File: src/include/mpw_pkg.sv
package mpw_pkg;
  // Match register count and widths
  localparam int NUM_MATCH   = 7;
  localparam int NUM_OUT     = 6;
  localparam int CNT_W       = 32;
  localparam int PRE_W       = 32;
  // Index of the cycle match register
  localparam int CYCLE_IDX   = 0;
  // Match control field positions, three bits per match register
  localparam int MC_INT_BIT  = 0;
  localparam int MC_RST_BIT  = 1;
  localparam int MC_STOP_BIT = 2;
  localparam int MC_W        = 3;
  // Reset values
  localparam logic [31:0] CNT_RST   = 32'h0000_0000;
  localparam logic [31:0] PRE_RST   = 32'h0000_0000;
  localparam logic [31:0] MATCH_RST = 32'h0000_0000;
  // Run state of the counter
  typedef enum logic [1:0] {
    MPW_IDLE = 2'b00,
    MPW_RUN  = 2'b01,
    MPW_HALT = 2'b10
  } mpw_state_t;
endpackage

File: src/logic/mpw_unit.sv
`timescale 1ns/1ps
// Functional notes
// - Counter of prescaler ticks compared with seven match registers, events flagged.
// - Only the pulse outputs leave the block as pins.
// - Cycle match resets the counter and sets the common period.
// - Single-edge output uses cycle match plus one edge match register.
// - Each further single-edge output needs just one more match register.
// - Single-edge outputs rise at cycle start unless held constantly low.
// - Double-edge output uses cycle match plus separate rise and fall matches.
// - Each further double-edge output needs two more match registers.
// - Rise before fall gives a high pulse up to fall, fall first gives high from rise to cycle end.
// - Double-edge rise and fall may sit anywhere in the cycle.
// - Seven matches give six single, three double, or any mix.
// - Any match may let the counter run on, optional event flag.
// - Any match may halt the counter, optional event flag.
// - Any match may clear the counter, optional event flag.
// - Period and width are any whole number of ticks.
// - In pulse mode match updates take effect only at the period boundary.
// - With pulse mode off the unit is a plain timer.
// - Counter and prescaler are both 32 bits wide.
module mpw_unit #(
  parameter int NM = mpw_pkg::NUM_MATCH,
  parameter int NO = mpw_pkg::NUM_OUT,
  parameter int CW = mpw_pkg::CNT_W,
  parameter int PW = mpw_pkg::PRE_W
) (
  input  wire logic                 mclk,
  input  wire logic                 rst_n,
  input  wire logic                 cnt_enable,
  input  wire logic                 cnt_clear,
  input  wire logic                 pwm_mode,
  input  wire logic [PW-1:0]        prescale_limit,
  input  wire logic [NM*CW-1:0]     match_wdata,
  input  wire logic [NM-1:0]        match_write,
  input  wire logic [NM-1:0]        match_release,
  input  wire logic [NM*3-1:0]      match_ctrl,
  input  wire logic [NO-1:0]        out_enable,
  input  wire logic [NO-1:0]        out_double,
  input  wire logic [NM-1:0]        flag_clear,
  output logic      [CW-1:0]        count_value,
  output logic      [PW-1:0]        prescale_value,
  output logic      [NM-1:0]        match_flag,
  output logic                      halted,
  output logic      [NO-1:0]        pwm_out
);
  mpw_pkg::mpw_state_t state_q;
  mpw_pkg::mpw_state_t state_d;
  logic [CW-1:0]       cnt_q;
  logic [CW-1:0]       cnt_d;
  logic [CW-1:0]       hold_q   [NM];
  logic [CW-1:0]       hold_d   [NM];
  logic [CW-1:0]       act_q    [NM];
  logic [CW-1:0]       act_d    [NM];
  logic [NM-1:0]       pend_q;
  logic [NM-1:0]       pend_d;
  logic [NM-1:0]       flag_q;
  logic [NM-1:0]       flag_d;
  logic [NO-1:0]       out_q;
  logic [NO-1:0]       out_d;
  logic [NM-1:0]       hit;
  logic                tick;
  logic                run;
  logic                cyc_hit;
  logic [NM-1:0]       ctl_flag;
  logic [NM-1:0]       ctl_clr;
  logic [NM-1:0]       ctl_stop;

  // One bit of the three-bit match control field of one match register
  function automatic logic ctrl_bit(input logic [NM*3-1:0] c, input int idx, input int pos);
    ctrl_bit = c[idx*mpw_pkg::MC_W + pos];
  endfunction

  // Control field decode per match register
  always_comb
  begin
    for (int i = 0; i < NM; i++)
    begin
      ctl_flag[i] = ctrl_bit(match_ctrl, i, mpw_pkg::MC_INT_BIT);
      ctl_clr[i]  = ctrl_bit(match_ctrl, i, mpw_pkg::MC_RST_BIT);
      ctl_stop[i] = ctrl_bit(match_ctrl, i, mpw_pkg::MC_STOP_BIT);
    end
  end

  assign run = (state_q == mpw_pkg::MPW_RUN);

  // Prescaler feeding the counter
  mpw_prescaler #(
    .W (PW)
  ) u_pre (
    .mclk  (mclk),
    .rst_n (rst_n),
    .run   (run),
    .clr   (cnt_clear),
    .limit (prescale_limit),
    .tick  (tick),
    .count (prescale_value)
  );

  // Comparators against the active match values
  always_comb
  begin
    for (int i = 0; i < NM; i++)
      hit[i] = tick && (cnt_q == act_q[i]);
    cyc_hit = hit[mpw_pkg::CYCLE_IDX];
  end

  // Next counter value and run state
  always_comb
  begin
    logic rst_hit;
    logic stop_hit;
    rst_hit  = 1'b0;
    stop_hit = 1'b0;
    for (int i = 0; i < NM; i++)
    begin
      rst_hit  = rst_hit | (hit[i] & ctl_clr[i]);
      stop_hit = stop_hit | (hit[i] & ctl_stop[i]);
    end
    // In pulse mode the cycle match always bounds the period
    if (pwm_mode && cyc_hit)
      rst_hit = 1'b1;
    cnt_d   = cnt_q;
    state_d = state_q;
    case (state_q)
      mpw_pkg::MPW_IDLE:
      begin
        if (cnt_enable)
          state_d = mpw_pkg::MPW_RUN;
      end
      mpw_pkg::MPW_RUN:
      begin
        if (!cnt_enable)
          state_d = mpw_pkg::MPW_IDLE;
        else if (stop_hit)
          state_d = mpw_pkg::MPW_HALT;
        if (rst_hit)
          cnt_d = '0;
        else if (tick && !stop_hit)    // Stays on a stop match
          cnt_d = cnt_q + CW'(1);
      end
      mpw_pkg::MPW_HALT:
      begin
        if (!cnt_enable)
          state_d = mpw_pkg::MPW_IDLE;
      end
      default:
        state_d = mpw_pkg::MPW_IDLE;
    endcase
    if (cnt_clear)
      cnt_d = '0;
  end

  // Counter and state registers
  always_ff @(posedge mclk)
  begin
    if (!rst_n)
    begin
      cnt_q   <= mpw_pkg::CNT_RST;
      state_q <= mpw_pkg::MPW_IDLE;
    end
    else
    begin
      cnt_q   <= cnt_d;
      state_q <= state_d;
    end
  end

  // Holding registers, release flags and shadow transfer
  always_comb
  begin
    for (int i = 0; i < NM; i++)
    begin
      hold_d[i] = hold_q[i];
      act_d[i]  = act_q[i];
      pend_d[i] = pend_q[i];
      if (match_write[i])
      begin
        hold_d[i] = match_wdata[i*CW +: CW];
        pend_d[i] = 1'b0;
      end
      if (match_release[i])
        pend_d[i] = 1'b1;
      if (!pwm_mode)
      begin
        // Plain timer: written values act at once
        if (match_write[i])
          act_d[i] = match_wdata[i*CW +: CW];
        pend_d[i] = 1'b0;
      end
      else if (cyc_hit && pend_q[i])
      begin
        act_d[i] = hold_q[i];
        if (!match_release[i])
          pend_d[i] = 1'b0;
      end
    end
  end

  // Match value registers
  always_ff @(posedge mclk)
  begin
    if (!rst_n)
    begin
      for (int i = 0; i < NM; i++)
      begin
        hold_q[i] <= mpw_pkg::MATCH_RST;
        act_q[i]  <= mpw_pkg::MATCH_RST;
      end
      pend_q <= '0;
    end
    else
    begin
      hold_q <= hold_d;
      act_q  <= act_d;
      pend_q <= pend_d;
    end
  end

  // Sticky match event flags, set wins over clear
  always_comb
  begin
    for (int i = 0; i < NM; i++)
      flag_d[i] = (flag_q[i] & ~flag_clear[i])
                | (hit[i] & ctl_flag[i]);
  end

  // Pulse outputs, output n uses match n+1 for its edge
  always_comb
  begin
    out_d = out_q;
    for (int n = 0; n < NO; n++)
    begin
      if (!pwm_mode || !out_enable[n])
        out_d[n] = 1'b0;
      else if (out_double[n] && n >= 1)
      begin
        // Double edge: rise on match n, fall on match n+1
        if (hit[n + 1])
          out_d[n] = 1'b0;
        else if (hit[n])
          out_d[n] = 1'b1;
        else if (cyc_hit)
          out_d[n] = 1'b0;
      end
      else
      begin
        // Single edge: high at cycle start, low at its own match
        if (hit[n + 1])
          out_d[n] = 1'b0;
        else if (cyc_hit)
          out_d[n] = 1'b1;
      end
    end
  end

  // Flag and output registers
  always_ff @(posedge mclk)
  begin
    if (!rst_n)
    begin
      flag_q <= '0;
      out_q  <= '0;
    end
    else
    begin
      flag_q <= flag_d;
      out_q  <= out_d;
    end
  end

  assign count_value = cnt_q;
  assign match_flag  = flag_q;
  assign halted      = (state_q == mpw_pkg::MPW_HALT);
  assign pwm_out     = out_q;
endmodule

File: src/logic/mpw_prescaler.sv
`timescale 1ns/1ps
// Prescaler: one-cycle tick each time the count reaches its limit
module mpw_prescaler #(
  parameter int W = 32
) (
  input  wire logic         mclk,
  input  wire logic         rst_n,
  input  wire logic         run,
  input  wire logic         clr,
  input  wire logic [W-1:0] limit,
  output logic              tick,
  output logic [W-1:0]      count
);
  logic [W-1:0] count_q;
  logic [W-1:0] count_d;

  // Next prescale count, wraps to zero at the limit
  always_comb
  begin
    count_d = count_q;
    tick    = 1'b0;
    if (clr)
      count_d = '0;
    else if (run)
    begin
      if (count_q >= limit)
      begin
        count_d = '0;
        tick    = 1'b1;
      end
      else
        count_d = count_q + W'(1);
    end
  end

  // Register the prescale count
  always_ff @(posedge mclk)
  begin
    if (!rst_n)
      count_q <= '0;
    else
      count_q <= count_d;
  end

  assign count = count_q;
endmodule

File: config.mk
export PLATFORM = sky130hd
export DESIGN_NAME = mpw_unit
export DESIGN_NICKNAME = d
export VERILOG_FILES = /design/src/include/mpw_pkg.sv /design/src/logic/mpw_unit.sv /design/src/logic/mpw_prescaler.sv
export SDC_FILE = /design/constraint.sdc
export NUM_CORES = 1
export LEC_CHECK = 0
export BUFFER_PORTS_ARGS = -buffer_cell sky130_fd_sc_hd__buf_4
export CAP_MARGIN = 20
export CORE_MARGIN = 2
export CORE_UTILIZATION = 55
export DETAILED_ROUTE_END_ITERATION = 16
export PLACE_DENSITY_LB_ADDON = 0.2
export SLEW_MARGIN = 5
export SYNTH_ARGS = -nofsm -noshare
export SYNTH_HDL_FRONTEND = slang
export SYNTH_SLANG_ARGS = --single-unit
File: constraint.sdc
create_clock -name mclk -period 6.7 [get_ports mclk]
set_input_delay 0.335 -clock mclk [delete_from_list [all_inputs] [get_ports mclk]]
set_output_delay 0.335 -clock mclk [all_outputs]
set_load 0.05 [all_outputs]
==> flow_summary.ini, run 1 <==
[global_routing]
grt_pass1_vias = 23145
grt_max_degree = 197
antenna_found_initial = 0
overflow = 0
grt_use_total_pct = 32.8
grt_first_pass_wirelength_um = 129000
top_usage_layer = met2
met2_usage_pct = 52.6
use_met3_pct = 5.85
met1_usage_pct = 42.2

[setup_path]
path_class = flip-flop to flip-flop
rr_worst_depth = 9
crit_path_start_kind = flip-flop
cpPeakStageDelay_ns = 1.12
r2r_start = count_value[21]
crit_chain = xor2_1 -> nor4_1 -> nand4_1 -> nor2_2 -> buf_4 -> o211ai_4 -> buf_4 -> mux2i_1 -> a221oi_1
cpMostUsedCell = buf_4
r2r-end = act_q[159]
critPathRequiredTime_ns = 7.17
rrSetupSlack_ns = 2.64
arrival_ns = 4.53
cp-end-kind = flip-flop
cp_max_fo = 32
critPathSlowestCell = dfxtp_1

[die]
core-area_mm2 = 0.0478
rows = 80
die_h_um = 224
start_util_pct = 55.9
fp.dieW_um = 224
die-area_mm2 = 0.0504
ios = 393

[route]
antenna_left = 0
finalWirelength_um = 85000
drc = 0
vias = 23684
via_per_inst = 6.17
drt_iter0_drc = 2268
dr.pass1.iters = 7
wl_per_cell_um = 22.1

[timing]
drv_slew = 0
setup_tns_ns = 0
clock.fmax_ghz = 0.246
worstMarginPinSlew_ns = 1.28
fin_crit_ns = 4.06
clock_skew_ns = 0.0185
setup_viol = 0
hold_viol = 0
fin_crit_sh_pct = 60.6
layout_setup_ws_ns = 2.64
maxSlewHeadroom_pct = 14.3
rsz0062_at_grt = no

[outcome]
outcome = complete, no violations

[final_layout]
nets = 3534
final_util_pct = 66.6
fillers = 3819
syn2layout_area_growth_pct = 19.3
layout-drive-gt1-share_pct = 22.5
stdcell_area_mm2 = 0.0319

[placed_design]
gp_congestion = 0.870
place_area_mm2 = 0.0297
dp_hpwl_um = 56500
port_buffers = 391
pre_cts_ws_ns = 2.40

[logic_synthesis]
synthArstFlopShare_pct = 0
yosysSeqAreaShare_pct = 40.0
syn-cell-area_mm2 = 0.0267
syn_avg_cell_area_um2 = 9.16
synthesis.nets = 3267
yosys_most_used_dff = dfxtp_1
ys_ff_latch = 534
synth_enable_flop_cells = 0
yosysWarningCount = 0
synth.distinct_cells = 57
syn_inst = 2918

[clock_network]
clockBufferDepth = 3
htreeDepth = 2
cts_root_buf = clkbuf_16
path_clk_slew_ns = 0.07
cts_setup_buffers = 0
clock-sinks = 534
insertion_delay_ns = 0.61
cts_tree = built
cts_made_buffers = 55

[worst_hold_path]
hold_start = match_wdata[15]
hold_path_end = hold_q[207]
hold_depth = 3
hold_class = primary input to flip-flop

[power_and_ir_drop]
p_leak_nw = 14.9
swShare_pct = 25.1
p_seq_share_pct = 46.4
p_per_area_mw_per_mm2 = 235
clkPwrFrac_pct = 42.1
vdd_drop_max_uv = 163
finalPower_mw = 7.49
combPwrFrac_pct = 11.5
power_switching_mw = 1.88
p_int_mw = 5.61

[flow_run]
drv_cap = 0
## timing repair
item / CTS / global route
resized for setup: 0 / 0
hold buffers: 30 / 0
hold endpoints to repair: 28 / 0
## logic make-up (layout without fill, tap and decap cells)
kind of cell | count (synthesis) | in the layout | share of synthesized area (%)
AOI/OAI and AO/OA | 808 | 808 | 23.8
and+or+nand+nor | 753 | 753 | 12.6
DFF | 534 | 534 | 40.0
buffers and inverters | 309 | 615 | 5.23
xor gates and xnor gates | 255 | 255 | 8.35
muxes | 225 | 225 | 8.43
adders and majority gates | 34 | 34 | 1.59
other | 0 | 1 | 0
## critical path, delay by kind of cell, from the launching register on
family,cells,cell delay [ns]
simple gates,3,1.16
flops,1,1.12
buf+inv,2,0.71
compound gates,2,0.46
mux,1,0.22
xor+xnor,1,0.21
## cell type report
| cell class | instances | area (µm²) | share of cell area, % |
|---|---|---|---|
| Sequential cell | 534 | 10700 | 33.5 |
| Clock inverter | 8 | 144 | 0.451 |
| Clock buffer | 88 | 1700 | 5.34 |
| Timing Repair Buffer | 470 | 3700 | 11.6 |
| Tap cell | 615 | 769 | 2.41 |
| Inverter | 49 | 191 | 0.600 |
| Multi-Input combinational cell | 2075 | 14700 | 46.1 |
| Antenna cell | 1 | 2.50 | 0.00785 |
## sequential cells by signal, indices dropped and copies added, names as in the netlist
| register | cells |
|---|---|
| act_q | 224 |
| pwm_out | 6 |
| state_q | 2 |
| u_pre.count | 32 |
| match_flag | 7 |
| pend_q | 7 |
| count_value | 32 |
| hold_q | 224 |
## synth_stat cells, types with 41 or more instances
master	count	area share [%]
nor4_1	58	1.4
mux2i_1	224	8.4
clkbuf_1	174	2.4
a21oi_1	490	9.2
a221oi_1	44	1.4
nand2_1	487	6.8
inv_1	48	0.67
dfxtp_1	534	40
buf_2	41	0.77
nor2_1	66	0.93
a221oi_2	181	10
xor2_1	247	8.1
## through the flow
step,hold slack [ns],std cells
3_5_place_dp,0.435,3710
2_1_floorplan,0.408,2918
5_1_grt,0.0308,3839
6_report,0.0237,3840
3_3_place_gp,0.419,3709
4_1_cts,0.000720,3836
## layout by cell type, fill, tap and decap left out, types with 6 or more instances in the layout
cell type,n
a21o_1,10
a21oi_1,490
a221oi_1,44
a221oi_2,181
a31oi_1,7
and3_1,19
and4_1,6
buf_4,433
clkbuf_1,15
clkbuf_16,57
clkbuf_8,16
dfxtp_1,534
dlygate4sd3_1,30
ha_1,34
inv_1,48
mux2i_1,224
nand2_1,487
nand2b_1,7
nand3_1,23
nand4_1,34
nor2_1,64
nor4_1,58
o211ai_4,7
o21ai_0,6
o31ai_1,27
or4_1,27
xnor2_1,8
xor2_1,247
## layer usage
metal / wire length (µm) / up-vias
li1: - / 11063
met5: 0 / -
met4: 4490 / 0
met2: 39200 / 930
met1: 34900 / 11446
met3: 6400 / 245
## power groups by stage
stage	registers (mW)	logic, mW	clock network [mW]
floorplan	3.51	0.564	0
global placement	3.53	0.800	0
detailed placement	3.55	0.835	0
CTS	3.48	0.852	3.18
global route	3.50	0.940	3.30
finish	3.48	0.862	3.15
## worst max-delay path by stage
stage | to | startpoint
after floorplan | act_q[100] | u_pre.count[25]
final | act_q[159] | count_value[21]
after CTS | u_pre.count[20] | u_pre.count[25]
after detailed placement | u_pre.count[20] | prescale_limit[25]
after global routing | act_q[159] | count_value[21]
after global placement | u_pre.count[13] | prescale_limit[13]
(Power assumes the default switching activity.)
==> run 2: changes to the inputs <==
--- a/config.mk
+++ b/config.mk
@@ -8,7 +8,7 @@
 export BUFFER_PORTS_ARGS = -buffer_cell sky130_fd_sc_hd__buf_4
 export CAP_MARGIN = 20
 export CORE_MARGIN = 2
-export CORE_UTILIZATION = 55
+export CORE_UTILIZATION = 52
 export DETAILED_ROUTE_END_ITERATION = 16
 export PLACE_DENSITY_LB_ADDON = 0.2
 export SLEW_MARGIN = 5
==> constraint.sdc (replaced) <==
create_clock -name mclk -period 3.5 [get_ports mclk]
set_input_delay 0.175 -clock mclk [delete_from_list [all_inputs] [get_ports mclk]]
set_output_delay 0.175 -clock mclk [all_outputs]
set_load 0.05 [all_outputs]
==> run 2 against run 1 <==
Largest power group unchanged; critical path depth is 1 higher; hold slack worse by 0.0031 ns; highest routed layer unchanged; clock-buffer cell count is 1 higher; worst setup slack worse by 2.7 ns; critical endpoint is now count_value[31]; critical path type unchanged; the run now ends with negative setup slack left.
==> flow_summary.ini, run 2 (same netlist as run 1, synthesis figures left out) <==
[clock_network]
cts_made_buffers = 56
cts_tree = built
cts_root_buf = clkbuf_16
clock-sinks = 534
path_clk_slew_ns = 0.07
insertion_delay_ns = 0.63
htreeDepth = 2
ctsResizeCount = 0
clockBufferDepth = 3

[placed_design]
place_area_mm2 = 0.0305
dp_hpwl_um = 59800
port_buffers = 391
gp_congestion = 0.912
dp.cells = 3840
pre_cts_ws_ns = 0.0710

[power_and_ir_drop]
p_leak_nw = 16.3
vdd_drop_max_uv = 373
p_per_area_mw_per_mm2 = 418
finalPower_mw = 14.7

[route]
finalWirelength_um = 91200
wl_per_cell_um = 21.6
dr.pass1.iters = 6
antenna_left = 0
via_per_inst = 5.97
vias = 25146
drc = 0
drt_iter0_drc = 2059

[die]
die-area_mm2 = 0.0533
rows = 83
start_util_pct = 52.3
die_h_um = 231
ios = 393
core-area_mm2 = 0.0511
fp.dieW_um = 231

[flow_run]
drv_cap = 0

[setup_path]
crit_path_start_kind = flip-flop
cp_max_fo = 32
cp-end-kind = flip-flop
arrival_ns = 4.02
critPathRequiredTime_ns = 3.99
path_class = flip-flop to flip-flop

[global_routing]
grt_max_degree = 150
antenna_found_initial = 0
overflow = 0
grt_pass1_vias = 24775
grt_use_total_pct = 33.2
grt_first_pass_wirelength_um = 139000

[final_layout]
seq_area_mm2 = 0.0107
fillers = 3877
mostFrequentLayoutCells = dfxtp_1 (534), a21oi_1 (490), nand2_1 (487)
syn2layout_area_growth_pct = 31.2
multi_input_area_mm2 = 0.0147
fin_cells = 4213
final_common_cell = dfxtp_1
nets = 3837
layout-drive-gt1-share_pct = 22.6
stdcell_area_mm2 = 0.0351
final_util_pct = 68.7
top_regs = act_q x224, hold_q x224
num_antenna_cells = 0

[outcome]
outcome = finished with violations
violations = negative setup slack

[timing]
clock_skew_ns = 0.0179
fin_crit_sh_pct = 101
maxSlewHeadroom_pct = 34.0
drv_slew = 0
holdWs_ns = 0.0206
worstMarginPinSlew_ns = 0.984
hold_viol = 0
rsz0062_at_grt = no
fin_crit_ns = 3.53
setup_tns_ns = -0.276
clock.fmax_ghz = 0.283
setup_viol = 27
layout_setup_ws_ns = -0.0335

[worst_hold_path]
hold_class = primary input to flip-flop
==> run 2: final timing paths <==
check / from / slack (ns) / depth (start not counted) / endpoint
worst max register to register: count_value[28] / -0.03 / 10 / count_value[31]
worst min register to register: state_q[1] / 0.44 / 1 / state_q[0]
worst min-delay path: match_write[4] / 0.02 / 3 / act_q[92]
worst max-delay path: count_value[28] / -0.03 / 10 / count_value[31]
==> run 2: critical path: stages, from the launching register on <==
cell and delay (ns):
dfxtp_1 0.66, buf_4 0.29, xor2_1 0.08, nor4_1 0.38, nand4_1 0.18, nor2_1 0.75, a222oi_1 0.17, and3_1 0.32
o21ai_2 0.24, buf_12 0.23, a21oi_1 0.08
==> run 2: power by group <==
part	internal (mW)	switching, mW
clock	3.60	2.50
combinational	0.922	0.971
sequential	6.41	0.255
==> run 2: final cells by class <==
class,instances,share of cell area (%)
Multi-Input combinational cell,2075,41.9
Sequential cell,534,30.5
Timing Repair Buffer,772,19.3
Clock buffer,89,4.95
Tap cell,680,2.43
Inverter,49,0.546
Clock inverter,14,0.435
==> run 2: routing by layer <==
metal	vias to the layer above	share of wire (%)	global-route usage [%]
li1	11688	-	-
met1	12197	42	42.4
met2	997	47	54.9
met3	264	6.2	5.32
met4	0	4.7	15.2
met5	-	0	0
==> run 2: timing repair <==
action,4_1_cts,5_1_grt
hold buffers,266,0
setup buffers,0,4
endpoints found under the setup margin,0,111
endpoints found under the hold margin,472,0
==> run 3: changes to the inputs <==
--- a/config.mk
+++ b/config.mk
@@ -5,11 +5,12 @@
 export SDC_FILE = /design/constraint.sdc
 export NUM_CORES = 1
 export LEC_CHECK = 0
-export BUFFER_PORTS_ARGS = -buffer_cell sky130_fd_sc_hd__buf_4
 export CAP_MARGIN = 20
+export CORE_ASPECT_RATIO = 1.4
 export CORE_MARGIN = 2
-export CORE_UTILIZATION = 52
+export CORE_UTILIZATION = 55
 export DETAILED_ROUTE_END_ITERATION = 16
+export DONT_BUFFER_PORTS = 1
 export PLACE_DENSITY_LB_ADDON = 0.2
 export SLEW_MARGIN = 5
 export SYNTH_ARGS = -nofsm -noshare
==> run 3 against run 2 <==
The run ends with negative hold slack, max-slew violations, negative setup slack left; via count decreased by 1.4%; die area decreased by 5.3%; routed wire length increased by 4.3%; sequential power about the same; largest power group unchanged; clock power decreased by 5.2%; register-to-register slack got worse by 0.14 ns; critical path depth increased by 2; core utilization increased by 1.9 points; highest routed layer is now met5; largest cell class unchanged; first-iteration DRC count increased by 11%; combinational power decreased by 12%; clock-buffer cell count decreased by 19; hold slack got worse by 0.32 ns.
==> flow_summary.ini, run 3 (same netlist as run 1, synthesis figures left out) <==
[outcome]
outcome = finished with violations
violations = negative hold slack, max-slew violations, negative setup slack

[clock_network]
cts_root_buf = clkbuf_16
clockBufferDepth = 3
path_clk_slew_ns = 0.07
cts_made_buffers = 51
htreeDepth = 2
clock-sinks = 534
insertion_delay_ns = 0.59
cts_tree = built

[route]
drc = 0
via_per_inst = 6.30
drt_iter0_drc = 2282
vias = 24790
wl_per_cell_um = 24.2
dr.pass1.iters = 6
finalWirelength_um = 95100
antenna_left = 0

[timing]
fin_crit_ns = 3.67
holdWs_ns = -0.298
worstMarginPinSlew_ns = 2.52
fin_crit_sh_pct = 105
setup_viol = 46
clock_skew_ns = 0.0172
drv_slew = 252
layout_setup_ws_ns = -0.172
maxSlewHeadroom_pct = -68.2
setup_tns_ns = -3.26
hold_viol = 20
rsz0062_at_grt = yes
clock.fmax_ghz = 0.272

[power_and_ir_drop]
clkPwrFrac_pct = 40.9
power_switching_mw = 3.60
p_per_area_mw_per_mm2 = 417
combPwrFrac_pct = 11.8
vdd_drop_max_uv = 455
swShare_pct = 25.4
p_seq_share_pct = 47.3
p_int_mw = 10.5
p_leak_nw = 15.1

[final_layout]
syn2layout_area_growth_pct = 26.7
layout-drive-gt1-share_pct = 16.2
top_regs = act_q x224, hold_q x224
nets = 3612
final_common_cell = dfxtp_1
mostFrequentLayoutCells = dfxtp_1 (512), a21oi_1 (490), nand2_1 (487)

[global_routing]
overflow = 0
grt_use_total_pct = 34.9
grt_pass1_vias = 24485
grt_first_pass_wirelength_um = 137000
antenna_found_initial = 10
grt_max_degree = 452

[die]
ios = 393
die_h_um = 265
rows = 95
core-area_mm2 = 0.0480
fp.dieW_um = 190
die-area_mm2 = 0.0504
start_util_pct = 55.7

[placed_design]
port_buffers = 0
dp_hpwl_um = 57000
gp_congestion = 0.888

[setup_path]
crit_path_start_kind = flip-flop
cp_max_fo = 32
r2r-end = count_value[10]
rrSetupSlack_ns = -0.17
rr_worst_depth = 12
r2r_start = count_value[18]
cp-end-kind = flip-flop
startpoint = count_value[18]
critPathRequiredTime_ns = 4.01
path_class = flip-flop to flip-flop
arrival_ns = 4.18
crit_path_end = count_value[10]

[flow_run]
drv_cap = 0

[worst_hold_path]
hold_class = primary input to flip-flop
==> run 3: changes by cell type in the layout (fill, tap and decap cells not counted), moves of 4 or more <==
cell / previous run / this run
dfxtp_1: 534 / 512
buf_4: 481 / 161
mux2i_2: 0 / 11
dfxtp_2: 0 / 21
mux2i_4: 0 / 15
clkbuf_8: 19 / 9
clkbuf_1: 13 / 9
mux2i_1: 224 / 198
dlygate4sd3_1: 266 / 349
diode_2: 0 / 6
==> run 3: per-stage QoR <==
step	utilization, %	cell area (µm²)	worst slack (ns)	std cells	total power [mW]
after floorplan	-	26700	0.454	2918	7.80
after global placement	57.9	27800	0.327	3444	7.90
after detailed placement	57.9	27800	0.271	3444	7.98
after CTS	69.1	33200	0.00614	3897	14.0
after global routing	70.6	33900	-0.313	3935	14.5
final	70.6	33900	-0.172	3935	14.1
==> run 3: routing by layer <==
layer  part of all wire (%)  vias to the layer above  global-route usage, %  routed length (µm)
li1                       -                    11230                      -                   -
met1                     37                    11969                   42.1               35300
met2                     48                     1247                   58.6               46000
met3                    8.4                      338                   5.90                8030
met4                    6.1                        6                   19.6                5760
met5                  0.044                        -                      0                  42
==> run 3: worst min path at each step <==
| stage | cells after the start | to | from |
|---|---|---|---|
| final | 1 | act_q[93] | pwm_mode |
| after global routing | 1 | act_q[86] | pwm_mode |
| after CTS | 1 | act_q[93] | pwm_mode |
| after detailed placement | 1 | match_flag[0] | rst_n |
| after global placement | 2 | pend_q[6] | match_release[6] |
| after floorplan | 2 | pend_q[0] | match_release[0] |
==> run 3: layout make-up <==
type,count,area [µm²]
Multi-Input combinational cell,2075,15000
Inverter,49,191
Fill cell,3479,14100
Timing Repair Buffer,552,5510
Tap cell,630,788
Sequential cell,534,10700
Antenna cell,6,15.0
Clock inverter,19,231
Clock buffer,70,1480
==> run 3: power by group through the flow <==
stage / Combinational, mW / Sequential, mW / Clock, mW
floorplan: 1.08 / 6.73 / 0
global placement: 1.12 / 6.77 / 0
detailed placement: 1.18 / 6.80 / 0
CTS: 1.56 / 6.66 / 5.77
global route: 1.78 / 6.72 / 6.02
finish: 1.67 / 6.69 / 5.78
==> run 3: what timing repair did <==
| item | CTS | global route |
|---|---|---|
| setup endpoints to repair | 0 | 71 |
| setup buffers | 0 | 30 |
| hold buffers | 364 | 7 |
| resized for setup | 0 | 58 |
| hold endpoints to repair | 472 | 183 |
==> run 3: critical path, cell delays in order, from the launching register on <==
cell      delay, ns
dfxtp_2        0.75
xor2_1         0.17
nor4_1         0.91
nand4_1        0.24
nor2_1         0.19
buf_4          0.24
a222oi_1       0.14
buf_4          0.17
nand3_2        0.13
buf_12         0.19
buf_4          0.17
o31ai_1        0.08
a21oi_1        0.18
